$ cat src/common/ihs_pkg.sv
package ihs_pkg;
  // -----------------------------------------------------------------
  // register byte addresses
  // -----------------------------------------------------------------
  localparam int ADDR_W = 7;
  localparam logic [ADDR_W-1:0] ADDR_HS_HIGH = 7'h24;
  localparam logic [ADDR_W-1:0] ADDR_HS_LOW = 7'h28;
  localparam logic [ADDR_W-1:0] ADDR_MASKED_STATUS = 7'h2c;
  localparam logic [ADDR_W-1:0] ADDR_EVENT_MASK = 7'h30;
  localparam logic [ADDR_W-1:0] ADDR_RAW_STATUS = 7'h34;
  localparam logic [ADDR_W-1:0] ADDR_RX_THRESHOLD = 7'h38;
  localparam logic [ADDR_W-1:0] ADDR_TX_THRESHOLD = 7'h3c;
  localparam logic [ADDR_W-1:0] ADDR_COMBINED_CLEAR = 7'h40;

  // -----------------------------------------------------------------
  // event field positions
  // -----------------------------------------------------------------
  localparam int EV_COUNT = 12;
  localparam int EV_GENERAL_CALL = 11;
  localparam int EV_START_SEEN = 10;
  localparam int EV_STOP_SEEN = 9;
  localparam int EV_ACTIVITY = 8;
  localparam int EV_SLAVE_TX_DONE = 7;
  localparam int EV_TX_ABORT = 6;
  localparam int EV_READ_REQUEST = 5;
  localparam int EV_TX_EMPTY = 4;
  localparam int EV_TX_OVERFLOW = 3;
  localparam int EV_RX_FULL = 2;
  localparam int EV_RX_OVERFLOW = 1;
  localparam int EV_RX_UNDERFLOW = 0;

  // -----------------------------------------------------------------
  // widths and reset values
  // -----------------------------------------------------------------
  localparam int HS_COUNT_W = 16;
  localparam int THRESHOLD_W = 8;
  localparam logic [EV_COUNT-1:0] EVENT_MASK_RESET = 12'h8ff;
  localparam logic [EV_COUNT-1:0] EVENT_RESET = 12'h000;
  // level-driven events are recomputed, all others are sticky
  localparam logic [EV_COUNT-1:0] STICKY_EVENTS = 12'hfeb;
  localparam logic [HS_COUNT_W-1:0] HS_COUNT_RESET = 16'h0000;
  localparam logic [THRESHOLD_W-1:0] THRESHOLD_RESET = 8'h00;

  // -----------------------------------------------------------------
  // bus responses
  // -----------------------------------------------------------------
  localparam logic [1:0] RESP_OKAY = 2'h0;
  localparam logic [1:0] RESP_DECERR = 2'h3;
endpackage : ihs_pkg

$ cat src/common/ihs_cond_if.sv
`timescale 1ns/1ps
`default_nettype none
interface ihs_cond_if;
  logic scl_pin;
  logic sda_pin;
  logic start_pulse;
  logic stop_pulse;
  modport detector (input scl_pin, input sda_pin, output start_pulse, output stop_pulse);
  modport user (output scl_pin, output sda_pin, input start_pulse, input stop_pulse);
endinterface : ihs_cond_if
`default_nettype wire

$ cat src/rtl/ihs_bus_cond.sv
`timescale 1ns/1ps
`default_nettype none
module ihs_bus_cond
  import ihs_pkg::*;
(
  input wire logic sys_clk,
  input wire logic resetn,
  ihs_cond_if.detector cond
);
  // -----------------------------------------------------------------
  // pin synchronisers
  // -----------------------------------------------------------------
  logic scl_meta_ff, scl_sync_ff, scl_prev_ff;
  logic sda_meta_ff, sda_sync_ff, sda_prev_ff;

  // pins idle high, so reset to high avoids a false condition at release
  always_ff @(posedge sys_clk or negedge resetn) begin
    if (!resetn) begin
      scl_meta_ff <= 1'b1;
      scl_sync_ff <= 1'b1;
      sda_meta_ff <= 1'b1;
      sda_sync_ff <= 1'b1;
    end else begin
      scl_meta_ff <= cond.scl_pin;
      scl_sync_ff <= scl_meta_ff;
      sda_meta_ff <= cond.sda_pin;
      sda_sync_ff <= sda_meta_ff;
    end
  end

  always_ff @(posedge sys_clk or negedge resetn) begin
    if (!resetn) begin
      scl_prev_ff <= 1'b1;
      sda_prev_ff <= 1'b1;
    end else begin
      scl_prev_ff <= scl_sync_ff;
      sda_prev_ff <= sda_sync_ff;
    end
  end

  // -----------------------------------------------------------------
  // conditions: sda moves while scl stays high
  // -----------------------------------------------------------------
  always_comb begin
    cond.start_pulse = scl_prev_ff && scl_sync_ff && sda_prev_ff && !sda_sync_ff;
    cond.stop_pulse = scl_prev_ff && scl_sync_ff && !sda_prev_ff && sda_sync_ff;
  end
endmodule : ihs_bus_cond
`default_nettype wire

$ cat src/rtl/ihs_event_regs.sv
// Function
// - software loads high-speed scl high count
// - software loads high-speed scl low count
// - general call flag only on acked call
// - start or repeated start sets flag
// - stop condition sets flag
// - activity flag sticks until software clears
// - slave transmitter sees master nack
// - transmitter cannot finish queued fifo actions
// - external master reads us as slave
// - tx level at or below threshold
// - command written while tx fifo full
// - rx level at or above threshold
// - byte arrives while rx fifo full
// - data port read while rx empty
// - mask register resets to 0x8ff
// - raw and masked read-only event views
// - receive threshold level register
// - transmit threshold level register
// - combined clear read clears sticky flags
`timescale 1ns/1ps
`default_nettype none
module ihs_event_regs
  import ihs_pkg::*;
#(
  parameter int LEVEL_W = 8,
  parameter int TX_FIFO_DEPTH = 8,
  parameter int RX_FIFO_DEPTH = 8
) (
  input wire logic sys_clk,
  input wire logic resetn,
  input wire logic [ADDR_W-1:0] s_axi_awaddr,
  input wire logic s_axi_awvalid,
  output logic s_axi_awready,
  input wire logic [31:0] s_axi_wdata,
  input wire logic [3:0] s_axi_wstrb,
  input wire logic s_axi_wvalid,
  output logic s_axi_wready,
  output logic [1:0] s_axi_bresp,
  output logic s_axi_bvalid,
  input wire logic s_axi_bready,
  input wire logic [ADDR_W-1:0] s_axi_araddr,
  input wire logic s_axi_arvalid,
  output logic s_axi_arready,
  output logic [31:0] s_axi_rdata,
  output logic [1:0] s_axi_rresp,
  output logic s_axi_rvalid,
  input wire logic s_axi_rready,
  input wire logic scl_in,
  input wire logic sda_in,
  input wire logic general_call_ack_pulse,
  input wire logic activity_pulse,
  input wire logic slave_tx_nack_pulse,
  input wire logic tx_abort_pulse,
  input wire logic read_request_pulse,
  input wire logic data_cmd_write_pulse,
  input wire logic data_cmd_read_pulse,
  input wire logic rx_byte_pulse,
  input wire logic [LEVEL_W-1:0] tx_fifo_level,
  input wire logic [LEVEL_W-1:0] rx_fifo_level,
  output logic [HS_COUNT_W-1:0] hs_scl_high_count,
  output logic [HS_COUNT_W-1:0] hs_scl_low_count,
  output logic [THRESHOLD_W-1:0] receive_threshold_level,
  output logic [THRESHOLD_W-1:0] transmit_threshold_level,
  output logic intr
);
  localparam logic [LEVEL_W-1:0] TX_FULL_LEVEL = LEVEL_W'(TX_FIFO_DEPTH);
  localparam logic [LEVEL_W-1:0] RX_FULL_LEVEL = LEVEL_W'(RX_FIFO_DEPTH);

  // -----------------------------------------------------------------
  // bus condition detector
  // -----------------------------------------------------------------
  ihs_cond_if cond ();

  assign cond.scl_pin = scl_in;
  assign cond.sda_pin = sda_in;

  ihs_bus_cond u_bus_cond (
    .sys_clk(sys_clk),
    .resetn(resetn),
    .cond(cond)
  );

  // -----------------------------------------------------------------
  // registers
  // -----------------------------------------------------------------
  logic [HS_COUNT_W-1:0] hs_high_ff, hs_low_ff;
  logic [THRESHOLD_W-1:0] receive_threshold_level_ff, transmit_threshold_level_ff;
  logic [EV_COUNT-1:0] mask_ff, raw_ff, nxt_raw, ev_set;
  logic [EV_COUNT-1:0] masked_status;

  // -----------------------------------------------------------------
  // write channel
  // -----------------------------------------------------------------
  logic aw_held_ff, w_held_ff, bvalid_ff;
  logic [ADDR_W-1:0] aw_addr_ff;
  logic [31:0] w_data_ff;
  logic [3:0] w_strb_ff;
  logic do_write;
  logic [1:0] bresp_ff;

  // only one write in flight: new halves wait until the response is taken
  assign s_axi_awready = !aw_held_ff && !bvalid_ff;
  assign s_axi_wready = !w_held_ff && !bvalid_ff;
  assign do_write = aw_held_ff && w_held_ff && !bvalid_ff;
  assign s_axi_bvalid = bvalid_ff;
  assign s_axi_bresp = bresp_ff;

  always_ff @(posedge sys_clk or negedge resetn) begin
    if (!resetn) begin
      aw_held_ff <= 1'b0;
      aw_addr_ff <= '0;
    end else if (s_axi_awvalid && s_axi_awready) begin
      aw_held_ff <= 1'b1;
      aw_addr_ff <= s_axi_awaddr;
    end else if (do_write) begin
      aw_held_ff <= 1'b0;
    end
  end

  always_ff @(posedge sys_clk or negedge resetn) begin
    if (!resetn) begin
      w_held_ff <= 1'b0;
      w_data_ff <= 32'h0000_0000;
      w_strb_ff <= 4'h0;
    end else if (s_axi_wvalid && s_axi_wready) begin
      w_held_ff <= 1'b1;
      w_data_ff <= s_axi_wdata;
      w_strb_ff <= s_axi_wstrb;
    end else if (do_write) begin
      w_held_ff <= 1'b0;
    end
  end

  function automatic logic addr_mapped(input logic [ADDR_W-1:0] a);
    logic hit;
    hit = 1'b0;
    unique case (a)
      ADDR_HS_HIGH, ADDR_HS_LOW, ADDR_MASKED_STATUS, ADDR_EVENT_MASK,
      ADDR_RAW_STATUS, ADDR_RX_THRESHOLD, ADDR_TX_THRESHOLD,
      ADDR_COMBINED_CLEAR: hit = 1'b1;
      default: hit = 1'b0;
    endcase
    return hit;
  endfunction : addr_mapped

  always_ff @(posedge sys_clk or negedge resetn) begin
    if (!resetn) begin
      bvalid_ff <= 1'b0;
      bresp_ff <= RESP_OKAY;
    end else if (do_write) begin
      bvalid_ff <= 1'b1;
      // writes to read-only views are dropped but still answered okay
      bresp_ff <= addr_mapped(aw_addr_ff) ? RESP_OKAY : RESP_DECERR;
    end else if (s_axi_bready) begin
      bvalid_ff <= 1'b0;
    end
  end

  // -----------------------------------------------------------------
  // software-written registers, byte lanes honoured
  // -----------------------------------------------------------------
  always_ff @(posedge sys_clk or negedge resetn) begin
    if (!resetn) begin
      hs_high_ff <= HS_COUNT_RESET;
      hs_low_ff <= HS_COUNT_RESET;
    end else if (do_write) begin
      if (aw_addr_ff == ADDR_HS_HIGH) begin
        if (w_strb_ff[0]) hs_high_ff[7:0] <= w_data_ff[7:0];
        if (w_strb_ff[1]) hs_high_ff[15:8] <= w_data_ff[15:8];
      end
      if (aw_addr_ff == ADDR_HS_LOW) begin
        if (w_strb_ff[0]) hs_low_ff[7:0] <= w_data_ff[7:0];
        if (w_strb_ff[1]) hs_low_ff[15:8] <= w_data_ff[15:8];
      end
    end
  end

  always_ff @(posedge sys_clk or negedge resetn) begin
    if (!resetn) begin
      mask_ff <= EVENT_MASK_RESET;
    end else if (do_write && aw_addr_ff == ADDR_EVENT_MASK) begin
      if (w_strb_ff[0]) mask_ff[7:0] <= w_data_ff[7:0];
      if (w_strb_ff[1]) mask_ff[11:8] <= w_data_ff[11:8];
    end
  end

  always_ff @(posedge sys_clk or negedge resetn) begin
    if (!resetn) begin
      receive_threshold_level_ff <= THRESHOLD_RESET;
      transmit_threshold_level_ff <= THRESHOLD_RESET;
    end else if (do_write && w_strb_ff[0]) begin
      if (aw_addr_ff == ADDR_RX_THRESHOLD) receive_threshold_level_ff <= w_data_ff[7:0];
      if (aw_addr_ff == ADDR_TX_THRESHOLD) transmit_threshold_level_ff <= w_data_ff[7:0];
    end
  end

  // hs counts feed the scl generator directly
  assign hs_scl_high_count = hs_high_ff;
  assign hs_scl_low_count = hs_low_ff;
  assign receive_threshold_level = receive_threshold_level_ff;
  assign transmit_threshold_level = transmit_threshold_level_ff;

  // -----------------------------------------------------------------
  // read channel
  // -----------------------------------------------------------------
  logic rvalid_ff, combined_clear;
  logic [31:0] rdata_ff;
  logic [1:0] rresp_ff;

  assign s_axi_arready = !rvalid_ff;
  assign s_axi_rvalid = rvalid_ff;
  assign s_axi_rdata = rdata_ff;
  assign s_axi_rresp = rresp_ff;
  assign combined_clear = s_axi_arvalid && s_axi_arready &&
                          s_axi_araddr == ADDR_COMBINED_CLEAR;

  always_ff @(posedge sys_clk or negedge resetn) begin
    if (!resetn) begin
      rvalid_ff <= 1'b0;
      rdata_ff <= 32'h0000_0000;
      rresp_ff <= RESP_OKAY;
    end else if (s_axi_arvalid && s_axi_arready) begin
      rvalid_ff <= 1'b1;
      rresp_ff <= addr_mapped(s_axi_araddr) ? RESP_OKAY : RESP_DECERR;
      unique case (s_axi_araddr)
        ADDR_HS_HIGH: rdata_ff <= {16'h0000, hs_high_ff};
        ADDR_HS_LOW: rdata_ff <= {16'h0000, hs_low_ff};
        ADDR_MASKED_STATUS: rdata_ff <= {20'h0_0000, masked_status};
        ADDR_EVENT_MASK: rdata_ff <= {20'h0_0000, mask_ff};
        ADDR_RAW_STATUS: rdata_ff <= {20'h0_0000, raw_ff};
        ADDR_RX_THRESHOLD: rdata_ff <= {24'h00_0000, receive_threshold_level_ff};
        ADDR_TX_THRESHOLD: rdata_ff <= {24'h00_0000, transmit_threshold_level_ff};
        // returns the combined interrupt as it stood before the clear
        ADDR_COMBINED_CLEAR: rdata_ff <= {31'h0000_0000, intr};
        default: rdata_ff <= 32'h0000_0000;
      endcase
    end else if (s_axi_rready) begin
      rvalid_ff <= 1'b0;
    end
  end

  // -----------------------------------------------------------------
  // event capture
  // -----------------------------------------------------------------
  always_comb begin
    ev_set = '0;
    ev_set[EV_GENERAL_CALL] = general_call_ack_pulse;
    ev_set[EV_START_SEEN] = cond.start_pulse;
    ev_set[EV_STOP_SEEN] = cond.stop_pulse;
    ev_set[EV_ACTIVITY] = activity_pulse;
    ev_set[EV_SLAVE_TX_DONE] = slave_tx_nack_pulse;
    ev_set[EV_TX_ABORT] = tx_abort_pulse;
    ev_set[EV_READ_REQUEST] = read_request_pulse;
    ev_set[EV_TX_OVERFLOW] = data_cmd_write_pulse && tx_fifo_level >= TX_FULL_LEVEL;
    ev_set[EV_RX_OVERFLOW] = rx_byte_pulse && rx_fifo_level >= RX_FULL_LEVEL;
    ev_set[EV_RX_UNDERFLOW] = data_cmd_read_pulse && rx_fifo_level == '0;
    // a new event in the clearing cycle survives the clear
    nxt_raw = (raw_ff & ~({EV_COUNT{combined_clear}} & STICKY_EVENTS)) | ev_set;
    nxt_raw[EV_TX_EMPTY] = {{(32-LEVEL_W){1'b0}}, tx_fifo_level} <=
                           {{(32-THRESHOLD_W){1'b0}}, transmit_threshold_level_ff};
    nxt_raw[EV_RX_FULL] = {{(32-LEVEL_W){1'b0}}, rx_fifo_level} >=
                          {{(32-THRESHOLD_W){1'b0}}, receive_threshold_level_ff};
  end

  always_ff @(posedge sys_clk or negedge resetn) begin
    if (!resetn) begin
      raw_ff <= EVENT_RESET;
    end else begin
      raw_ff <= nxt_raw;
    end
  end

  assign masked_status = raw_ff & mask_ff;
  assign intr = |masked_status;
endmodule : ihs_event_regs
`default_nettype wire

$ cat config.mk
export PLATFORM = sky130hd
export DESIGN_NAME = ihs_event_regs
export DESIGN_NICKNAME = d
export VERILOG_FILES = /design/src/common/ihs_pkg.sv /design/src/common/ihs_cond_if.sv /design/src/rtl/ihs_bus_cond.sv /design/src/rtl/ihs_event_regs.sv
export SDC_FILE = /design/constraint.sdc
export NUM_CORES = 1
export LEC_CHECK = 0
export BUFFER_PORTS_ARGS = -buffer_cell sky130_fd_sc_hd__buf_2
export CAP_MARGIN = 0
export CORE_UTILIZATION = 52
export DETAILED_ROUTE_END_ITERATION = 12
export GPL_TIMING_DRIVEN = 0
export PLACE_DENSITY = 0.87
export SYNTH_ARGS = -nofsm -noshare
export SYNTH_HDL_FRONTEND = slang
export SYNTH_SLANG_ARGS = --single-unit
$ cat constraint.sdc
create_clock -name sys_clk -period 2.95 [get_ports sys_clk]
set_input_delay 0.59 -clock sys_clk [delete_from_list [all_inputs] [get_ports sys_clk]]
set_output_delay 0.59 -clock sys_clk [all_outputs]
set_load 0.005 [all_outputs]
==> flow_summary_export.csv, run 1 <==
group,metric,value,unit
critical_path,path_class,"in2reg",
clock_tree,cts_made_buffers,17,
run_status,status,"finished clean",
layout,layout-drive-gt1-share,42.6,%
clock_tree,htree_num_levels,4,
drt,postRouteWirelength,15800,um
logic_synthesis,ys_types,51,
critical_path,required,3260,ps
clock_tree,cts_resized,0,
logic_synthesis,avgSynthCellArea,11.9,um2
critical_path,arrival,3160,ps
logic_synthesis,synth_most_common_cell,"dfrtp_1",
pwr,power_frac_clock,37.7,%
floorplanning,die_h,109,um
clock_tree,hold_buffers,0,
logic_synthesis,yosys.area.top_type_share,46.1,%
clock_tree,cts.sinks,125,
pwr,power_frac_comb,18.8,%
placed_design,place_area,6910,um2
timing,min_period,2850,ps
clock_tree,cts_tree,"built",
timing,fmax,351,MHz
timing,rsz0062_at_grt,"false",
logic_synthesis,synth_compound_area_share,11.5,%
logic_synthesis,synth-main-ff-cell,"dfrtp_1",
logic_synthesis,synth_mux_area_share,17.8,%
global_route,grtUsageTotal,28.3,%
layout,nNetsFinal,771,
pwr,p_per_area,766,nW/um2
global_route,antenna_found_initial,1,
global_route,grt_overflow_total,0,
timing,setup_viol_count_final,0,
clock_tree,post_cts_buffers,0,
drt,drc,0,
floorplanning,dieArea,11900,um2
placed_design,place_congestion,0.919,
logic_synthesis,yosys.area_share.adder,3.35,%
clock_tree,clkLatencyLatePin,410,ps
placed_design,port-buffer-count,136,
flow_run,drv_cap,0,
drt,via_per_inst,5.77,
drt,vias,4770,
timing,maxSlewHeadroom,22.1,%
drt,firstDrtPassIters,6,
pwr,p_sw_share,28.3,%
layout,multi_input_area,2540,um2
logic_synthesis,synth_top_family_by_area,"multiplexers",
logic_synthesis,synth_edf_count,0,
timing,finalMaxSlewViolations,0,
pwr,vdd_ir_drop_max,0.410,mV
min_path,worstHoldPathType,"in2async",
logic_synthesis,synth-xor-area-share,0,%
floorplanning,chipWidth,109,um
layout,finalCoreUtilization,68.3,%
timing,min_period_over_period,96.6,%
layout,syn2layout_area_growth,26.2,%
drt,ant_nets,0,
logic_synthesis,ys_top_cells_by_count,"dfrtp_1 (110), mux2_2 (79), nand2_1 (31)",
critical_path,start_kind,"primary input",
drt,drt-initial-drc-count,379,
floorplanning,core_area,11000,um2
global_route,grt_max_degree,92,
global_route,grt_pass1_vias,4707,
critical_path,cp_max_fo,10,
floorplanning,ioPinCount,173,
layout,finish.instance_area,7530,um2
drt,wl_per_cell,19.1,um
logic_synthesis,yosysWarningCount,0,
global_route,grt_pass1_wl,24900,um
timing,tightestPinTransition,1160,ps
timing,fin_worst_skew,11.6,ps
logic_synthesis,synthCells,501,
pwr,intPower,4140,uW
logic_synthesis,ys_seq_area_share,52.7,%
critical_path,end_kind,"flop",
clock_tree,cts.path.max_buffers,2,
layout,ff_latch_area,3150,um2
clock_tree,cts_root_buffer,"clkbuf_16",
floorplanning,initial_core_util,54.1,%
logic_synthesis,ys_top_cells_by_area,"dfrtp_1 (46%), mux2_2 (15%), dfstp_2 (6.6%)",
pwr,switchingPower,1630,uW
logic_synthesis,synth_area_leader_cell,"dfrtp_1",
timing,finalHoldViolCount,0,
logic_synthesis,yosys.area_share.simple,8.97,%
logic_synthesis,syn_area,5970,um2
logic_synthesis,synth-seq-cells,125,
placed_design,dp_hpwl,11300,um
clock_tree,path_clk_slew,60,ps
floorplanning,rows,38,
pwr,pwr-share-seq,43.5,%
pwr,cellLeakagePower,0.00377,uW
logic_synthesis,async_reset_ff_share,100,%
layout,n_fill_cell,788,
==> sequential cells by signal, summed over array words and instances (netlist names), 2 cells and up <==
name / cells
hs_scl_high_count: 16
hs_scl_low_count: 16
raw_ff: 12
mask_ff: 12
receive_threshold_level: 8
aw_addr_ff: 7
w_data_ff: 16
w_strb_ff: 2
transmit_threshold_level: 8
s_axi_rdata: 16
==> cell type report <==
| type | instances | area share (%) |
|---|---|---|
| Tap cell | 140 | 2.33 |
| Clock inverter | 11 | 2.21 |
| Inverter | 30 | 1.49 |
| Sequential cell | 125 | 41.8 |
| Clock buffer | 21 | 5.98 |
| Antenna cell | 1 | 0.0332 |
| Timing Repair Buffer | 137 | 9.48 |
| Buffer | 39 | 2.96 |
| Multi-Input combinational cell | 322 | 33.7 |
==> through the flow <==
step                      setup TNS, ps  power (uW)  cells  setup slack, ps  hold slack [ps]
after global routing                  0        6040    826             82.9             74.5
final                                 0        5770    826              102             62.9
after global placement           -13710        3500    792             -233              347
after detailed placement          -1270        3600    793             -217              349
after floorplan                       0        3070    516              604              294
after CTS                             0        5790    825              193             62.9
==> worst max-delay path, cell delays in order <==
cell and delay [ps]:
buf_2 120, or4b_1 520, clkbuf_1 250, nor4_1 670, clkbuf_1 550, a222oi_1 230
o221ai_1 220
==> power groups by stage <==
stage               clock network [uW]  logic, uW  registers, uW
floorplan                            0        675           2390
CTS                               2200       1100           2500
global route                      2280       1200           2570
global placement                     0       1020           2480
detailed placement                   0       1080           2520
finish                            2180       1080           2510
==> layout by cell type, fill, tap and decap left out, types with 16 or more instances in the layout <==
cell	Yosys	layout
clkbuf_16	0	17
dfrtp_1	110	110
mux2_2	79	79
ha_1	16	16
clkbuf_1	19	22
buf_2	1	136
conb_1	1	16
o21ai_0	27	27
nand2_1	31	31
buf_4	18	18
inv_1	30	30
==> cells by family after synthesis <==
kind of cell	after synthesis
buf+inv	69
simple gates	98
flops	125
other cells	1
compound gates	100
fa+ha+maj	16
mux	92
==> path summary, 6_finish.rpt <==
kind                                                   from                          endpoint  slack (ps)  cells past startpoint
max                                         s_axi_araddr[6]        s_axi_rdata[8]$_DFFE_PN0P_         100                      7
min                                                  resetn       s_axi_rdata[13]$_DFFE_PN0P_          60                      1
max reg2reg                        s_axi_bvalid$_DFFE_PN0P_  hs_scl_low_count[14]$_DFFE_PN0P_         520                      6
min reg2reg                u_bus_cond.scl_meta_ff$_DFF_PN1_  u_bus_cond.scl_sync_ff$_DFF_PN1_         360                      0
max in group asynchronous                            resetn            mask_ff[2]$_DFFE_PN1P_        2130                      2
min in group sys_clk                                 sda_in  u_bus_cond.sda_meta_ff$_DFF_PN1_         280                      1
==> layer usage <==
metal,vias to the layer above,part of all wire (%),global-route usage (%)
met5,-,0,0
met4,0,2.0,9.46
met3,26,7.9,8.31
met2,238,49,45.8
met1,2377,41,36.3
li1,2129,-,-
(Power assumes the default switching activity.)
==> run 2: changes to the inputs <==
CORE_UTILIZATION = 54   (was 52)
CTS_BUF_LIST = sky130_fd_sc_hd__clkbuf_8   (was default)
PLACE_DENSITY = 0.9   (was 0.87)
==> run 2 against run 1 <==
Effect of this change: clock skew down 3.4 ps; final cell count fell by 0.12%; clock-buffer cell count down 4; critical path type unchanged; largest cell class unchanged; largest power group unchanged.
==> flow_summary_export.csv, run 2 (synthesized netlist as in run 1, its figures left out) <==
group,metric,value,unit
floorplanning,dieArea,11500,um2
critical_path,reg2reg_depth,5,
timing,rsz0062_at_grt,"false",
timing,fin_worst_skew,8.14,ps
drt,drt-initial-drc-count,309,
clock_tree,hold_buffers,0,
clock_tree,cts_made_buffers,17,
critical_path,ff2ff_setup_slack,510,ps
timing,finalHoldViolCount,0,
global_route,grt_overflow_total,0,
floorplanning,rows,38,
critical_path,regToRegStartpoint,"s_axi_bvalid$_DFFE_PN0P_",
layout,finalCoreUtilization,68.0,%
placed_design,place_area,6910,um2
pwr,power_frac_comb,20.9,%
clock_tree,cts_root_buffer,"clkbuf_8",
clock_tree,cts.sinks,125,
pwr,intPower,3610,uW
layout,multi_input_area,2550,um2
clock_tree,cts_tree,"built",
global_route,grt_pass1_wl,24600,um
clock_tree,cts.path.max_buffers,2,
pwr,pwr-share-seq,48.4,%
timing,finalMaxSlewViolations,0,
timing,min_period_over_period,93.8,%
critical_path,cp_max_fo,10,
global_route,use_met3,7.23,%
drt,wl_per_cell,18.9,um
timing,min_period,2770,ps
layout,layout-drive-gt1-share,42.8,%
critical_path,required,3290,ps
floorplanning,initial_core_util,55.3,%
layout,diodes,0,
pwr,p_sw_share,30.3,%
timing,final.setup.tns,0,ps
global_route,use_met1,37.8,%
clock_tree,path_clk_slew,80,ps
pwr,switchingPower,1570,uW
critical_path,path_class,"in2reg",
timing,setup_viol_count_final,0,
critical_path,end_kind,"flop",
layout,finish.instance_area,7340,um2
drt,drc,0,
floorplanning,die_h,107,um
global_route,grtUsageTotal,28.6,%
global_route,grt_max_degree,94,
drt,postRouteWirelength,15600,um
layout,layout_commonest_cell,"buf_2",
clock_tree,htree_num_levels,4,
flow_run,drv_cap,0,
drt,ant_nets,0,
placed_design,place_congestion,0.867,
placed_design,port-buffer-count,136,
min_path,worstHoldPathType,"in2async",
placed_design,dpl.cell_count,793,
global_route,use_met2,45.6,%
layout,n_fill_cell,837,
critical_path,r2r-end,"mask_ff[9]$_DFFE_PN0P_",
floorplanning,ioPinCount,173,
timing,tightestPinTransition,1010,ps
drt,vias,4690,
pwr,cellLeakagePower,0.00370,uW
critical_path,arrival,3100,ps
global_route,grt_pass1_vias,4665,
run_status,status,"finished clean",
clock_tree,post_cts_buffers,0,
floorplanning,core_area,10800,um2
placed_design,dp_hpwl,11300,um
timing,fin_hold_ws,23.0,ps
critical_path,start_kind,"primary input",
clock_tree,clkLatencyLatePin,430,ps
drt,firstDrtPassIters,5,
timing,maxSlewHeadroom,32.1,%
layout,final_cells,825,
layout,ff_latch_area,3150,um2
global_route,busiest_layer,"met2",
global_route,antenna_found_initial,0,
pwr,p_per_area,705,nW/um2
pwr,vdd_ir_drop_max,0.509,mV
floorplanning,chipWidth,107,um
layout,syn2layout_area_growth,22.9,%
layout,mostFrequentLayoutCells,"buf_2 (136), dfrtp_1 (110), mux2_2 (79)",
pwr,power_frac_clock,30.7,%
layout,nNetsFinal,771,
timing,fmax,361,MHz
drt,via_per_inst,5.68,
clock_tree,cts_resized,0,
## run 2: through the flow
step                setup slack, ps  total power [uW]
global placement               -240              3500
global route                   65.3              5430
detailed placement             -347              3600
floorplan                       604              3070
finish                          183              5170
CTS                            40.6              5180
## run 2: critical path, cell delays in order
cell and delay (ps):
buf_2 120, or4b_1 520, clkbuf_1 290, nor4_2 520
clkbuf_1 590, a22oi_1 190, o21ai_0 280
## run 2: worst max-delay path by stage
stage                     cells after the start  slack (ps)             from                     endpoint
after CTS                                     7          40  s_axi_araddr[6]  s_axi_rdata[12]$_DFFE_PN0P_
final                                         7         180  s_axi_araddr[6]  s_axi_rdata[12]$_DFFE_PN0P_
after global placement                        7        -240  s_axi_araddr[6]   s_axi_rdata[8]$_DFFE_PN0P_
after detailed placement                      7        -350  s_axi_araddr[6]   s_axi_rdata[8]$_DFFE_PN0P_
after global routing                          8          70  s_axi_araddr[6]  s_axi_rdata[10]$_DFFE_PN0P_
after floorplan                               6         600  s_axi_araddr[6]   s_axi_rdata[8]$_DFFE_PN0P_
## run 2: final cells by class
type / count / area share (%)
Timing Repair Buffer: 137 / 9.74
Inverter: 30 / 1.54
Sequential cell: 125 / 42.9
Tap cell: 140 / 2.39
Multi-Input combinational cell: 322 / 34.7
Clock inverter: 15 / 2.47
Buffer: 39 / 3.04
Clock buffer: 17 / 3.19
## run 2: power groups by stage
stage	Sequential, uW	Combinational, uW	Clock [uW]
after floorplan	2390	675	0
after global placement	2480	1020	0
after detailed placement	2520	1080	0
after CTS	2490	1090	1600
after global routing	2560	1190	1690
final	2510	1080	1590
## run 2: layer usage
layer | wire (um) | up-vias
li1 | - | 2130
met1 | 6560 | 2314
met2 | 7570 | 215
met3 | 1160 | 31
met4 | 317 | 0
met5 | 0 | -
